===== config.mk =====
export PLATFORM = sky130hd
export DESIGN_NAME = adc_trigger_result_control
export DESIGN_NICKNAME = d
export VERILOG_FILES = /design/src/rtl/adc_ctl_pkg.sv /design/src/rtl/pin_sync.sv /design/src/rtl/adc_trigger_result_control.sv
export SDC_FILE = /design/constraint.sdc
export NUM_CORES = 1
export LEC_CHECK = 0
export CAP_MARGIN = 0
export CELL_PAD_IN_SITES_DETAIL_PLACEMENT = 1
export CELL_PAD_IN_SITES_GLOBAL_PLACEMENT = 1
export CORE_ASPECT_RATIO = 0.8
export CORE_MARGIN = 2
export CORE_UTILIZATION = 30
export DETAILED_ROUTE_END_ITERATION = 10
export DONT_BUFFER_PORTS = 1
export HOLD_SLACK_MARGIN = 0.15
export PLACE_DENSITY = 0.6
export SYNTH_ARGS = -nofsm -noshare
export SYNTH_HDL_FRONTEND = slang
export SYNTH_SLANG_ARGS = --single-unit
export TNS_END_PERCENT = 100

===== constraint.sdc =====
create_clock -name clk_sys -period 6 [get_ports clk_sys]
set_clock_uncertainty 0.1 [all_clocks]
set_input_delay 1.2 -clock clk_sys [delete_from_list [all_inputs] [get_ports clk_sys]]
set_output_delay 1.2 -clock clk_sys [all_outputs]
set_load 0.02 [all_outputs]

===== src/rtl/adc_ctl_pkg.sv =====
// Shared constants and types for the converter trigger and result control
package adc_ctl_pkg;

  // ****************************************************************
  // Register byte offsets
  // ****************************************************************
  localparam logic [7:0] OFS_CTRL    = 8'h00;
  localparam logic [7:0] OFS_EXT     = 8'h04;
  localparam logic [7:0] OFS_TRIG    = 8'h08;
  localparam logic [7:0] OFS_MASK_A  = 8'h0C;
  localparam logic [7:0] OFS_MASK_B  = 8'h10;
  localparam logic [7:0] OFS_STAT    = 8'h14;
  localparam logic [7:0] OFS_IRQ_EN  = 8'h18;
  localparam logic [7:0] OFS_IRQ_CLR = 8'h1C;
  localparam logic [7:0] OFS_TEMP    = 8'h20;
  localparam logic [7:0] OFS_REF     = 8'h24;
  localparam logic [7:0] OFS_DUP     = 8'h28;
  localparam logic [7:0] OFS_CHAN    = 8'h40;

  // ****************************************************************
  // Field positions
  // ****************************************************************
  localparam int CTRL_START   = 0;
  localparam int CTRL_TRIG_EN = 1;
  localparam int CTRL_KIND    = 2;
  localparam int CTRL_IRQ_A   = 3;
  localparam int CTRL_IRQ_B   = 4;
  localparam int CTRL_GROUP   = 5;
  localparam int CTRL_DOUBLE  = 6;
  localparam int CTRL_DBL_LSB = 8;
  localparam int EXT_ACE      = 0;
  localparam int EXT_ADD_LSB  = 1;
  localparam int EXT_TEMP     = 3;
  localparam int EXT_REF      = 4;
  localparam int TRIG_A_LSB   = 0;
  localparam int TRIG_B_LSB   = 8;
  localparam int STAT_A       = 0;
  localparam int STAT_B       = 1;

  // ****************************************************************
  // Reset values, encodings and widths
  // ****************************************************************
  localparam logic [15:0] REG_RST        = 16'h0000;
  localparam logic [3:0]  TRIG_SEL_ASYNC = 4'h0;
  localparam logic [3:0]  TRIG_SEL_EVENT = 4'h9;
  localparam int          CODE_W         = 12;
  localparam int          SUM_W          = 14;

  typedef enum logic [2:0] {
    ST_IDLE,
    ST_REQ,
    ST_WAIT,
    ST_STORE,
    ST_END
  } scan_state_t;

endpackage : adc_ctl_pkg


===== src/rtl/pin_sync.sv =====
// Three-stage synchroniser with agreement filter for an external pin
`timescale 1ns/10ps
module pin_sync (
  input  wire logic clk_sys,
  input  wire logic reset_n,
  input  wire logic pin,
  output logic      level,
  output logic      rise
);

  logic s1;
  logic s2;
  logic s3;

  // ****************************************************************
  // Sampling chain
  // ****************************************************************
  // Only s2 reads s1, so a metastable s1 never reaches the filter
  always_ff @(posedge clk_sys) begin
    if (!reset_n) begin
      s1 <= 1'b0;
      s2 <= 1'b0;
      s3 <= 1'b0;
    end else begin
      s1 <= pin;
      s2 <= s1;
      s3 <= s2;
    end
  end

  // A change counts once stage two and three agree
  always_ff @(posedge clk_sys) begin
    if (!reset_n) begin
      level <= 1'b0;
      rise  <= 1'b0;
    end else begin
      rise <= (s2 == s3) && s3 && !level;
      if (s2 == s3) begin
        level <= s3;
      end
    end
  end

endmodule : pin_sync


===== src/rtl/adc_trigger_result_control.sv =====
// Trigger selection, scan sequencing and result registers of the converter
`timescale 1ns/10ps
module adc_trigger_result_control
  import adc_ctl_pkg::*;
#(
  parameter int NUM_CH = 8
) (
  input  wire logic              clk_sys,
  input  wire logic              reset_n,
  input  wire logic              wb_cyc_i,
  input  wire logic              wb_stb_i,
  input  wire logic              wb_we_i,
  input  wire logic [7:0]        wb_adr_i,
  input  wire logic [3:0]        wb_sel_i,
  input  wire logic [31:0]       wb_dat_i,
  output logic      [31:0]       wb_dat_o,
  output logic                   wb_ack_o,
  input  wire logic              async_trigger_pin,
  input  wire logic [15:0]       sync_trig,
  input  wire logic              event_link_start,
  output logic                   conv_req,
  output logic      [3:0]        conv_sel,
  input  wire logic              conv_done,
  input  wire logic [CODE_W-1:0] conv_code,
  output logic                   scan_end_request,
  output logic                   group_b_scan_end_request,
  output logic                   xfer_start_a,
  output logic                   xfer_start_b,
  output logic                   conversion_end_event,
  output logic                   irq
);

  localparam int NUM_ITEMS = NUM_CH + 2;
  localparam int NUM_RES   = NUM_CH + 3;
  localparam logic [3:0] ITEM_TEMP = 4'(NUM_CH);
  localparam logic [3:0] ITEM_REF  = 4'(NUM_CH + 1);
  localparam logic [3:0] RES_DUP   = 4'(NUM_CH + 2);

  // ****************************************************************
  // Helpers
  // ****************************************************************
  // Byte-lane merge for 16-bit registers
  function automatic logic [15:0] merge16(input logic [15:0] old_v,
                                          input logic [15:0] new_v,
                                          input logic [1:0]  sel);
    merge16 = {sel[1] ? new_v[15:8] : old_v[15:8],
               sel[0] ? new_v[7:0]  : old_v[7:0]};
  endfunction : merge16

  // Lowest pending item of a scan, channels first
  function automatic logic [3:0] first_item(
      input logic [NUM_ITEMS-1:0] m);
    first_item = 4'h0;
    for (int i = NUM_ITEMS - 1; i >= 0; i--) begin
      if (m[i]) begin
        first_item = 4'(i);
      end
    end
  endfunction : first_item

  // ****************************************************************
  // Registers and state
  // ****************************************************************
  logic [15:0]          ctrl;
  logic [15:0]          ext;
  logic [15:0]          trig_sel;
  logic [15:0]          mask_a;
  logic [15:0]          mask_b;
  logic [1:0]           stat;
  logic [1:0]           irq_en;
  logic [SUM_W-1:0]     res [NUM_RES];
  scan_state_t          state;
  logic [NUM_ITEMS-1:0] pend;
  logic [3:0]           item;
  logic [1:0]           rep;
  logic [SUM_W-1:0]     acc;
  logic                 scan_b;
  logic                 dbl_use;
  logic                 dbl_phase;
  logic                 pin_level;
  logic                 pin_rise;

  // ****************************************************************
  // Bus decode
  // ****************************************************************
  wire       bus_req   = wb_cyc_i && wb_stb_i && !wb_ack_o;
  wire       bus_wr    = bus_req && wb_we_i;
  wire       bus_rd    = bus_req && !wb_we_i;
  wire [7:0] word_adr  = {wb_adr_i[7:2], 2'b00};
  wire [7:0] chan_off  = word_adr - OFS_CHAN;
  wire       chan_hit  = (word_adr >= OFS_CHAN) &&
                         (chan_off[7:2] < 6'(NUM_CH));
  wire       wr_ctrl   = bus_wr && (word_adr == OFS_CTRL);
  wire       wr_ext    = bus_wr && (word_adr == OFS_EXT);
  wire       wr_trig   = bus_wr && (word_adr == OFS_TRIG);
  wire       wr_mask_a = bus_wr && (word_adr == OFS_MASK_A);
  wire       wr_mask_b = bus_wr && (word_adr == OFS_MASK_B);
  wire       wr_irq_en = bus_wr && (word_adr == OFS_IRQ_EN);
  wire       wr_clr    = bus_wr && (word_adr == OFS_IRQ_CLR);

  // Result register under read, index into the result array
  logic       rd_res_hit;
  logic [3:0] rd_res_idx;
  always_comb begin
    rd_res_hit = 1'b1;
    rd_res_idx = 4'h0;
    if (chan_hit) begin
      rd_res_idx = chan_off[5:2];
    end else if (word_adr == OFS_TEMP) begin
      rd_res_idx = ITEM_TEMP;
    end else if (word_adr == OFS_REF) begin
      rd_res_idx = ITEM_REF;
    end else if (word_adr == OFS_DUP) begin
      rd_res_idx = RES_DUP;
    end else begin
      rd_res_hit = 1'b0;
    end
  end

  // Start bit reads back as busy; unmapped words read zero
  wire        idle     = (state == ST_IDLE);
  wire [15:0] ctrl_rd  = {ctrl[15:1], !idle};
  wire [15:0] rd_value =
    (word_adr == OFS_CTRL)   ? ctrl_rd :
    (word_adr == OFS_EXT)    ? ext :
    (word_adr == OFS_TRIG)   ? trig_sel :
    (word_adr == OFS_MASK_A) ? mask_a :
    (word_adr == OFS_MASK_B) ? mask_b :
    (word_adr == OFS_STAT)   ? {14'h0000, stat} :
    (word_adr == OFS_IRQ_EN) ? {14'h0000, irq_en} :
    rd_res_hit ? {2'b00, res[rd_res_idx]} : 16'h0000;

  // Classic single cycle: ack one clock after the strobe, then drop
  always_ff @(posedge clk_sys) begin
    if (!reset_n) begin
      wb_ack_o <= 1'b0;
      wb_dat_o <= 32'h0000_0000;
    end else begin
      wb_ack_o <= bus_req;
      if (bus_rd) begin
        wb_dat_o <= {16'h0000, rd_value};
      end
    end
  end

  // ****************************************************************
  // Control registers
  // ****************************************************************
  // The start bit is not stored; it only launches a software scan
  always_ff @(posedge clk_sys) begin
    if (!reset_n) begin
      ctrl     <= REG_RST;
      ext      <= REG_RST;
      trig_sel <= REG_RST;
      mask_a   <= REG_RST;
      mask_b   <= REG_RST;
      irq_en   <= REG_RST[1:0];
    end else begin
      if (wr_ctrl) begin
        ctrl <= merge16(ctrl, wb_dat_i[15:0], wb_sel_i[1:0]) & 16'hFFFE;
      end
      if (wr_ext) begin
        ext <= merge16(ext, wb_dat_i[15:0], wb_sel_i[1:0]);
      end
      if (wr_trig) begin
        trig_sel <= merge16(trig_sel, wb_dat_i[15:0], wb_sel_i[1:0]);
      end
      if (wr_mask_a) begin
        mask_a <= merge16(mask_a, wb_dat_i[15:0], wb_sel_i[1:0]);
      end
      if (wr_mask_b) begin
        mask_b <= merge16(mask_b, wb_dat_i[15:0], wb_sel_i[1:0]);
      end
      if (wr_irq_en && wb_sel_i[0]) begin
        irq_en <= wb_dat_i[1:0];
      end
    end
  end

  // ****************************************************************
  // Trigger selection
  // ****************************************************************
  pin_sync u_pin_sync (
    .clk_sys (clk_sys),
    .reset_n (reset_n),
    .pin     (async_trigger_pin),
    .level   (pin_level),
    .rise    (pin_rise)
  );

  wire        trig_en  = ctrl[CTRL_TRIG_EN];
  wire        kind     = ctrl[CTRL_KIND];
  wire        grp_mode = ctrl[CTRL_GROUP];
  wire [3:0]  sel_a    = trig_sel[TRIG_A_LSB +: 4];
  wire [3:0]  sel_b    = trig_sel[TRIG_B_LSB +: 4];
  wire [1:0]  add_cnt  = ext[EXT_ADD_LSB +: 2];
  wire [15:0] evt_vec  = 16'h0001 << TRIG_SEL_EVENT;
  // Link events join the timer triggers at their own select code
  wire [15:0] trig_src = sync_trig | (event_link_start ? evt_vec : 16'h0);

  // Level held high counts once, at its filtered rising edge
  wire start_pin  = trig_en && kind && (sel_a == TRIG_SEL_ASYNC) &&
                    pin_rise && pin_level;
  wire start_sync = trig_en && !kind && (sel_a != TRIG_SEL_ASYNC) &&
                    trig_src[sel_a];
  wire start_sw   = wr_ctrl && wb_sel_i[0] &&
                    wb_dat_i[CTRL_START] && !trig_en;
  // Code zero is no source for group B
  wire start_b    = trig_en && !kind && grp_mode &&
                    (sel_b != TRIG_SEL_ASYNC) && trig_src[sel_b];
  wire start_a    = start_pin || start_sync || start_sw;
  wire dbl_mode   = ctrl[CTRL_DOUBLE] && grp_mode;

  // Group A items: one duplicated channel, or channels plus extras
  wire [NUM_ITEMS-1:0] dbl_mask = NUM_ITEMS'(1) <<
                                  ctrl[CTRL_DBL_LSB +: 3];
  wire [NUM_ITEMS-1:0] items_a  = dbl_mode ? dbl_mask :
    {ext[EXT_REF] && !grp_mode, ext[EXT_TEMP] && !grp_mode,
     mask_a[NUM_CH-1:0]};
  wire [NUM_ITEMS-1:0] items_b  = {2'b00, mask_b[NUM_CH-1:0]};

  // ****************************************************************
  // Scan sequencer
  // ****************************************************************
  wire last_rep   = (rep == add_cnt);
  wire to_dup     = !scan_b && dbl_use && dbl_phase;
  wire [3:0] store_idx = to_dup ? RES_DUP : item;
  wire [SUM_W-1:0] next_acc = acc + SUM_W'(conv_code);

  // Triggers are only looked at while idle; all else is dropped
  always_ff @(posedge clk_sys) begin
    if (!reset_n) begin
      state     <= ST_IDLE;
      pend      <= '0;
      item      <= 4'h0;
      rep       <= 2'b00;
      acc       <= '0;
      scan_b    <= 1'b0;
      dbl_use   <= 1'b0;
      dbl_phase <= 1'b0;
    end else begin
      case (state)
        ST_IDLE: begin
          if (start_a) begin
            pend    <= items_a;
            scan_b  <= 1'b0;
            dbl_use <= dbl_mode && !start_sw;
            state   <= ST_REQ;
          end else if (start_b) begin
            pend    <= items_b;
            scan_b  <= 1'b1;
            dbl_use <= 1'b0;
            state   <= ST_REQ;
          end
        end
        ST_REQ: begin
          rep <= 2'b00;
          acc <= '0;
          if (pend == '0) begin
            state <= ST_END;
          end else begin
            item  <= first_item(pend);
            state <= ST_WAIT;
          end
        end
        ST_WAIT: begin
          if (conv_done) begin
            acc <= next_acc;
            if (last_rep) begin
              state <= ST_STORE;
            end else begin
              rep <= rep + 2'b01;
            end
          end
        end
        ST_STORE: begin
          pend[item] <= 1'b0;
          state      <= ST_REQ;
        end
        ST_END: begin
          if (dbl_use) begin
            dbl_phase <= !dbl_phase;
          end
          state <= ST_IDLE;
        end
        default: begin
          state <= ST_IDLE;
        end
      endcase
    end
  end

  // Converter handshake: request holds through every summed pass
  assign conv_req = (state == ST_WAIT);
  assign conv_sel = item;

  // ****************************************************************
  // Result registers
  // ****************************************************************
  // A store in the read cycle wins over the clear, so no result is lost
  for (genvar k = 0; k < NUM_RES; k++) begin : g_res
    wire store_k = (state == ST_STORE) && (store_idx == 4'(k));
    wire clear_k = bus_rd && rd_res_hit && (rd_res_idx == 4'(k)) &&
                   ext[EXT_ACE];
    always_ff @(posedge clk_sys) begin
      if (!reset_n) begin
        res[k] <= '0;
      end else if (store_k) begin
        res[k] <= acc;
      end else if (clear_k) begin
        res[k] <= '0;
      end
    end
  end

  // ****************************************************************
  // Scan end requests, link event and interrupt
  // ****************************************************************
  // First scan of a double pair raises nothing at all
  wire end_a = (state == ST_END) && !scan_b && !(dbl_use && !dbl_phase);
  wire end_b = (state == ST_END) && scan_b;

  always_ff @(posedge clk_sys) begin
    if (!reset_n) begin
      scan_end_request         <= 1'b0;
      group_b_scan_end_request <= 1'b0;
      xfer_start_a             <= 1'b0;
      xfer_start_b             <= 1'b0;
      conversion_end_event     <= 1'b0;
    end else begin
      scan_end_request         <= end_a && ctrl[CTRL_IRQ_A];
      group_b_scan_end_request <= end_b && ctrl[CTRL_IRQ_B];
      xfer_start_a             <= end_a && ctrl[CTRL_IRQ_A];
      xfer_start_b             <= end_b && ctrl[CTRL_IRQ_B];
      conversion_end_event     <= end_a;
    end
  end

  // Sticky status; a new request beats a clear in the same cycle
  wire [1:0] stat_set = {group_b_scan_end_request, scan_end_request};
  wire [1:0] stat_clr = (wr_clr && wb_sel_i[0]) ? wb_dat_i[1:0] : 2'b00;

  always_ff @(posedge clk_sys) begin
    if (!reset_n) begin
      stat <= 2'b00;
    end else begin
      stat <= (stat & ~stat_clr) | stat_set;
    end
  end

  assign irq = |(stat & irq_en);

endmodule : adc_trigger_result_control


==> flow_results.xml, run 1 <==
<?xml version="1.0" encoding="UTF-8"?>
<metrics>
  <group name="placed_design">
    <metric name="gpl_wtd_cong" unit="">0.812</metric>
    <metric name="dp.cells" unit="">2034</metric>
    <metric name="dp.final_hpwl" unit="mm">32.7</metric>
    <metric name="pre_cts_ws" unit="ps">1770</metric>
    <metric name="io_buffers" unit="">0</metric>
  </group>
  <group name="floorplanning">
    <metric name="floorplan.initialDensity" unit="%">30.3</metric>
    <metric name="die_width" unit="um">251</metric>
    <metric name="placementRows" unit="">72</metric>
    <metric name="coreArea" unit="mm2">0.0483</metric>
    <metric name="top_level_ports" unit="">124</metric>
    <metric name="chip_height" unit="um">202</metric>
    <metric name="die_area" unit="mm2">0.0506</metric>
  </group>
  <group name="clock_tree">
    <metric name="post-cts-setup-buffers" unit="">0</metric>
    <metric name="cts_tree" unit="">done</metric>
    <metric name="cts-resized-gates" unit="">0</metric>
    <metric name="clock_tree.htree_level_count" unit="">2</metric>
    <metric name="clk-insertion-delay-late" unit="ps">530</metric>
    <metric name="holdBufCountCts" unit="">0</metric>
    <metric name="cts_buffer_depth" unit="">3</metric>
    <metric name="clk_transition_reported_paths" unit="ps">60</metric>
    <metric name="root_buffer" unit="">sky130_fd_sc_hd__clkbuf_16</metric>
    <metric name="clock-sinks" unit="">298</metric>
    <metric name="numCtsBuffers" unit="">35</metric>
  </group>
  <group name="cells_and_area">
    <metric name="layout_cell_share_with_drive_strength_beyond_1" unit="%">7.64</metric>
    <metric name="fill_cells" unit="">5451</metric>
    <metric name="postLayoutCoreUtil" unit="%">33.5</metric>
    <metric name="mostFrequentLayoutCells" unit="">195 x sky130_fd_sc_hd__nand2_1, 156 x sky130_fd_sc_hd__and2_1, 154 x sky130_fd_sc_hd__edfxtp_1</metric>
    <metric name="final_common_cell" unit="">sky130_fd_sc_hd__nand2_1</metric>
    <metric name="finish.cell_count_without_fillers" unit="">2096</metric>
    <metric name="design.final.nets" unit="">1536</metric>
    <metric name="area_delta_synth_final" unit="%">10.5</metric>
    <metric name="seq_area" unit="mm2">0.00751</metric>
    <metric name="total_area_of_multi_input_combinational_cells" unit="mm2">0.00648</metric>
  </group>
  <group name="synth">
    <metric name="dominantRegCellSynth" unit="">sky130_fd_sc_hd__edfxtp_1</metric>
    <metric name="synthesis.instances" unit="">1495</metric>
    <metric name="ys_warn_count" unit="">0</metric>
    <metric name="synth_edf_count" unit="">154</metric>
    <metric name="synth-seq-area-share" unit="%">51.3</metric>
    <metric name="synth-async-reset-ratio" unit="%">0</metric>
    <metric name="ys_types" unit="">86</metric>
    <metric name="synth.top_cell.area_share" unit="%">31.6</metric>
    <metric name="ys_top_cells_by_area" unit="">sky130_fd_sc_hd__edfxtp_1 32%, sky130_fd_sc_hd__dfxtp_1 20%, sky130_fd_sc_hd__and2_1 6.7%</metric>
    <metric name="synth_area_per_cell" unit="um2">9.79</metric>
    <metric name="synth_top_area_cell" unit="">sky130_fd_sc_hd__edfxtp_1</metric>
    <metric name="ys_seq_elements" unit="">298</metric>
    <metric name="synth_area" unit="mm2">0.0146</metric>
  </group>
  <group name="pwr">
    <metric name="peakVddDrop" unit="uV">159</metric>
    <metric name="power_density" unit="mW/mm2">288</metric>
    <metric name="power.leakage" unit="nW">5.57</metric>
  </group>
  <group name="detailed_routing">
    <metric name="dr_total_vias" unit="">11500</metric>
    <metric name="detailroute.wirelength.met3" unit="mm">2.39</metric>
    <metric name="dr_wl_met2" unit="mm">20.9</metric>
    <metric name="vias_per_cell" unit="">5.50</metric>
    <metric name="wl_per_cell" unit="um">23.0</metric>
    <metric name="post-route-drc-count" unit="">0</metric>
    <metric name="first_pass_iters" unit="">5</metric>
    <metric name="top_layer" unit="">met4</metric>
    <metric name="detail_route.wirelength" unit="mm">48.1</metric>
    <metric name="drt_first_iter_violations" unit="">952</metric>
    <metric name="ant_nets" unit="">0</metric>
    <metric name="drt-met1-wl" unit="mm">23.8</metric>
  </group>
  <group name="global_routing">
    <metric name="global_route.usage.total" unit="%">18.8</metric>
    <metric name="overflow_after_grt" unit="">0</metric>
    <metric name="antenna_found_initial" unit="">1</metric>
    <metric name="grt_pass1_vias" unit="">11600</metric>
    <metric name="pin_count_of_the_biggest_net_entering_global_routing" unit="">63</metric>
    <metric name="grt_first_pass_wirelength" unit="mm">73.4</metric>
  </group>
  <group name="hold_path">
    <metric name="worstHoldPathType" unit="">reg2reg</metric>
  </group>
  <group name="timing">
    <metric name="hold_slack" unit="ps">335</metric>
    <metric name="setup_violations" unit="">0</metric>
    <metric name="worst_path_setup_slack_after_routing" unit="ps">2220</metric>
    <metric name="max-slew-margin-rel" unit="%">19.2</metric>
    <metric name="timing.final.crit_share" unit="%">63.0</metric>
    <metric name="achievable-frequency" unit="MHz">265</metric>
    <metric name="final_max_slew_viol_count" unit="">0</metric>
    <metric name="rsz0062_at_grt" unit="">no</metric>
    <metric name="fin_tns_setup" unit="ps">0</metric>
    <metric name="finalCriticalPeriod" unit="ps">3780</metric>
    <metric name="tightestPinTransition" unit="ps">1210</metric>
    <metric name="final_hold_viol_count" unit="">0</metric>
  </group>
  <group name="critical_path">
    <metric name="path_class" unit="">in2reg</metric>
    <metric name="cp_max_fo" unit="">17</metric>
    <metric name="worst_path_largest_cell_delay" unit="ps">830</metric>
    <metric name="cp.arrival" unit="ps">3920</metric>
    <metric name="critical-path-slowest-cell" unit="">sky130_fd_sc_hd__and2_1</metric>
    <metric name="critical_path.cell_chain" unit="">nor3b_1 &gt; and2_1 &gt; nand2_1 &gt; o221ai_1 &gt; buf_4</metric>
    <metric name="startpoint_type" unit="">input port</metric>
    <metric name="end_kind" unit="">flip-flop</metric>
    <metric name="worst_ep_required_time" unit="ps">6140</metric>
  </group>
  <group name="flow_run">
    <metric name="maxCapViolCount" unit="">0</metric>
  </group>
  <group name="outcome">
    <metric name="result_of_the_run" unit="">completed</metric>
  </group>
</metrics>
[per-stage QoR]
stage,instance area [um2],total power [mW]
global route,16200,4.80
detailed placement,15000,2.54
floorplan,14700,2.48
CTS,16200,4.70
global placement,15000,2.53
finish,16200,4.66
[final timing paths]
path	endpoint	from	slack [ps]	cells after the start
worst min-delay path	u_pin_sync.s2$_SDFF_PN0_	u_pin_sync.s1$_SDFF_PN0_	330	1
worst max-delay path	res[5][12]$_SDFFCE_PP0P_	wb_adr_i[5]	2220	5
worst min register to register	u_pin_sync.s2$_SDFF_PN0_	u_pin_sync.s1$_SDFF_PN0_	330	1
worst max register to register	res[8][12]$_SDFFCE_PP0P_	state[2]$_SDFFE_PN0P_	2720	4
[cell type report]
class / count / share of cell area [%]
Timing Repair Buffer: 25 / 1.16
Tap cell: 629 / 4.87
Clock buffer: 47 / 6.15
Sequential cell: 298 / 46.4
Antenna cell: 1 / 0.0155
Multi-Input combinational cell: 1066 / 40.1
Clock inverter: 14 / 0.890
Inverter: 16 / 0.387
[state kept, by name (all words and copies together) (netlist names), 2 cells and up]
name      count
mask_a       16
state         3
stat          2
res         154
pend         10
trig_sel     16
rep           2
conv_sel      4
irq_en        2
acc          14
mask_b       16
wb_dat_o     16
ctrl         15
ext          16
[cell usage after synthesis (5+ instances only)]
cell type / instances
sky130_fd_sc_hd__o21ai_1: 9
sky130_fd_sc_hd__nor3b_1: 5
sky130_fd_sc_hd__ha_1: 13
sky130_fd_sc_hd__nand4_1: 12
sky130_fd_sc_hd__a211o_1: 5
sky130_fd_sc_hd__buf_1: 9
sky130_fd_sc_hd__a21oi_1: 127
sky130_fd_sc_hd__a211oi_1: 19
sky130_fd_sc_hd__o22a_1: 24
sky130_fd_sc_hd__inv_1: 14
sky130_fd_sc_hd__nor3_1: 25
sky130_fd_sc_hd__nor2b_1: 12
sky130_fd_sc_hd__dfxtp_1: 144
sky130_fd_sc_hd__buf_4: 22
sky130_fd_sc_hd__buf_2: 6
sky130_fd_sc_hd__mux2i_1: 30
sky130_fd_sc_hd__clkbuf_1: 81
sky130_fd_sc_hd__nor2_1: 96
sky130_fd_sc_hd__a21o_1: 6
sky130_fd_sc_hd__o21ai_0: 34
sky130_fd_sc_hd__edfxtp_1: 154
sky130_fd_sc_hd__a22o_1: 5
sky130_fd_sc_hd__o221ai_1: 36
sky130_fd_sc_hd__or3_1: 6
sky130_fd_sc_hd__and2_1: 156
sky130_fd_sc_hd__a311oi_1: 8
sky130_fd_sc_hd__nand2_1: 195
sky130_fd_sc_hd__a22oi_1: 17
sky130_fd_sc_hd__a31oi_1: 11
sky130_fd_sc_hd__buf_6: 7
sky130_fd_sc_hd__nand3_1: 63
sky130_fd_sc_hd__nand2b_1: 10
sky130_fd_sc_hd__o22ai_1: 27
sky130_fd_sc_hd__xnor2_1: 8
sky130_fd_sc_hd__and3_1: 6
sky130_fd_sc_hd__mux4_2: 9
[power breakdown]
group / switching (mW) / internal, mW
logic: 0.187 / 0.0854
clock network: 0.870 / 1.29
registers: 0.0375 / 2.19
total: 1.09 / 3.56
[metal layers]
layer / global-route usage [%] / vias to the layer above
li1: - / 5307
met1: 28.4 / 5907
met2: 27.9 / 267
met3: 2.90 / 56
met4: 4.87 / 0
met5: 0 / -
[cells by family (layout without fill, tap and decap cells)]
| kind of cell | count (synthesis) | in the layout | synth area share, % |
|---|---|---|---|
| flops | 298 | 298 | 51.3 |
| compound gates | 361 | 361 | 16.4 |
| xor+xnor | 10 | 10 | 0.599 |
| simple gates | 619 | 619 | 21.4 |
| mux | 46 | 46 | 4.10 |
| fa+ha+maj | 14 | 14 | 1.25 |
| buf+inv | 146 | 102 | 4.92 |
| other cells | 1 | 17 | 0.0256 |
[critical path, delay by kind of cell]
kind,cells,cell delay (ps)
AND/OR/NAND/NOR,3,1630
AO/OA/AOI/OAI,1,760
buffers and inverters,1,300
Note: power is estimated with default switching activity, not from simulation.
==> inputs of run 2 (changes only) <==
clock period = 3.6 ns   (was 6 ns; I/O delays follow)
==> flow_results.xml, run 2 (synthesis gave the netlist of run 1 again) <==
<?xml version="1.0" encoding="UTF-8"?>
<metrics>
  <group name="timing">
    <metric name="fin_tns_setup" unit="ps">0</metric>
    <metric name="final_hold_viol_count" unit="">0</metric>
    <metric name="setup_violations" unit="">0</metric>
    <metric name="achievable-frequency" unit="MHz">334</metric>
    <metric name="rsz0062_at_grt" unit="">no</metric>
    <metric name="final_max_slew_viol_count" unit="">0</metric>
    <metric name="timing.final.crit_share" unit="%">83.1</metric>
    <metric name="max-slew-margin-rel" unit="%">27.9</metric>
    <metric name="finalCriticalPeriod" unit="ps">2990</metric>
    <metric name="tightestPinTransition" unit="ps">1080</metric>
  </group>
  <group name="clock_tree">
    <metric name="post-cts-setup-buffers" unit="">0</metric>
    <metric name="root_buffer" unit="">sky130_fd_sc_hd__clkbuf_16</metric>
    <metric name="clock_tree.htree_level_count" unit="">2</metric>
    <metric name="holdBufCountCts" unit="">0</metric>
    <metric name="cts_buffer_depth" unit="">3</metric>
    <metric name="cts-resized-gates" unit="">0</metric>
    <metric name="cts_tree" unit="">done</metric>
    <metric name="clk-insertion-delay-late" unit="ps">530</metric>
    <metric name="clock-sinks" unit="">298</metric>
    <metric name="clk_transition_reported_paths" unit="ps">60</metric>
    <metric name="numCtsBuffers" unit="">35</metric>
  </group>
  <group name="pwr">
    <metric name="power_density" unit="mW/mm2">465</metric>
    <metric name="power.leakage" unit="nW">5.68</metric>
    <metric name="power.total" unit="mW">7.57</metric>
    <metric name="peakVddDrop" unit="uV">225</metric>
  </group>
  <group name="cells_and_area">
    <metric name="final_common_cell" unit="">sky130_fd_sc_hd__nand2_1</metric>
    <metric name="layout_cell_share_with_drive_strength_beyond_1" unit="%">9.45</metric>
    <metric name="top_register" unit="">res</metric>
    <metric name="fill_cells" unit="">5469</metric>
    <metric name="mostFrequentLayoutCells" unit="">195 x sky130_fd_sc_hd__nand2_1, 156 x sky130_fd_sc_hd__and2_1, 154 x sky130_fd_sc_hd__edfxtp_1</metric>
    <metric name="largest_reg_flops" unit="">154</metric>
    <metric name="design.final.nets" unit="">1561</metric>
    <metric name="area_delta_synth_final" unit="%">11.4</metric>
  </group>
  <group name="detailed_routing">
    <metric name="detail_route.wirelength" unit="mm">48.3</metric>
    <metric name="first_pass_iters" unit="">5</metric>
    <metric name="post-route-drc-count" unit="">0</metric>
    <metric name="top_layer" unit="">met4</metric>
    <metric name="drt-met1-wl" unit="mm">23.3</metric>
    <metric name="ant_nets" unit="">0</metric>
    <metric name="dr_total_vias" unit="">11600</metric>
    <metric name="drt_first_iter_violations" unit="">1060</metric>
    <metric name="vias_per_cell" unit="">5.46</metric>
    <metric name="detailroute.wirelength.met3" unit="mm">3.20</metric>
    <metric name="wl_per_cell" unit="um">22.7</metric>
    <metric name="dr_wl_met2" unit="mm">20.7</metric>
  </group>
  <group name="global_routing">
    <metric name="pin_count_of_the_biggest_net_entering_global_routing" unit="">87</metric>
    <metric name="grt_pass1_vias" unit="">11800</metric>
    <metric name="antenna_found_initial" unit="">1</metric>
    <metric name="grt_first_pass_wirelength" unit="mm">73.9</metric>
    <metric name="global_route.usage.total" unit="%">19.0</metric>
    <metric name="overflow_after_grt" unit="">0</metric>
  </group>
  <group name="critical_path">
    <metric name="cp_max_fo" unit="">13</metric>
    <metric name="path_class" unit="">reg2reg</metric>
    <metric name="worst_ep_required_time" unit="ps">3960</metric>
    <metric name="end_kind" unit="">flip-flop</metric>
    <metric name="startpoint_type" unit="">flip-flop</metric>
    <metric name="cp.arrival" unit="ps">3350</metric>
  </group>
  <group name="floorplanning">
    <metric name="coreArea" unit="mm2">0.0483</metric>
    <metric name="die_area" unit="mm2">0.0506</metric>
    <metric name="floorplan.initialDensity" unit="%">30.3</metric>
    <metric name="top_level_ports" unit="">124</metric>
    <metric name="placementRows" unit="">72</metric>
    <metric name="die_width" unit="um">251</metric>
    <metric name="chip_height" unit="um">202</metric>
  </group>
  <group name="flow_run">
    <metric name="maxCapViolCount" unit="">0</metric>
  </group>
  <group name="placed_design">
    <metric name="gpl_wtd_cong" unit="">0.823</metric>
    <metric name="dp.final_hpwl" unit="mm">33.6</metric>
    <metric name="io_buffers" unit="">0</metric>
  </group>
  <group name="outcome">
    <metric name="result_of_the_run" unit="">completed</metric>
  </group>
  <group name="hold_path">
    <metric name="worstHoldPathType" unit="">in2reg</metric>
  </group>
</metrics>
## run 2: final cells by class
cell class / instances / area [um2] / area share, %
repair buffers: 50 / 375 / 2.30
multi-input cells: 1066 / 6480 / 39.8
inverters: 16 / 62.6 / 0.384
diodes: 2 / 5.00 / 0.0307
flip-flops and latches: 298 / 7510 / 46.1
well taps: 629 / 787 / 4.83
clock inverters: 16 / 88.8 / 0.545
clock buffers: 46 / 988 / 6.07
## run 2: path summary, 6_finish.rpt
check,from,endpoint,slack (ps),cells past startpoint
min reg2reg,u_pin_sync.s1$_SDFF_PN0_,u_pin_sync.s2$_SDFF_PN0_,340,1
max,acc[2]$_SDFFE_PN0P_,acc[13]$_SDFFE_PN0P_,610,8
max reg2reg,acc[2]$_SDFFE_PN0P_,acc[13]$_SDFFE_PN0P_,610,8
min,reset_n,pend[8]$_SDFFE_PN0P_,230,1
## run 2: where the power goes
part / internal, mW / total, mW / leakage [nW] / switching (mW)
logic: 0.151 / 0.458 / 2.39 / 0.307
registers: 3.65 / 3.71 / 2.75 / 0.0655
clock network: 1.94 / 3.41 / 0.538 / 1.47
## run 2: critical path: stages (launching register included)
cell and delay (ps):
sky130_fd_sc_hd__dfxtp_1 630, sky130_fd_sc_hd__ha_1 370, sky130_fd_sc_hd__o21ai_0 240, sky130_fd_sc_hd__o21bai_1 150
sky130_fd_sc_hd__a31o_2 310, sky130_fd_sc_hd__a211oi_1 560, sky130_fd_sc_hd__o31ai_1 190, sky130_fd_sc_hd__a31o_2 270
sky130_fd_sc_hd__a21oi_1 110
## run 2: metrics by stage
stage | hold WS (ps) | setup WS [ps] | cells | util, % | instance area [um2]
after floorplan | 302 | 252 | 1510 | - | 14700
after global placement | 316 | 201 | 2059 | 31.5 | 15200
after detailed placement | 326 | 232 | 2059 | 31.5 | 15200
after CTS | 204 | 698 | 2121 | 33.7 | 16300
after global routing | 216 | 481 | 2121 | 33.7 | 16300
final | 230 | 610 | 2123 | 33.7 | 16300
## run 2: layer usage
metal	GRT usage, %	vias to the layer above
met5	0	-
met4	5.44	0
met3	3.82	64
met2	28.5	329
met1	27.8	5853
li1	-	5356
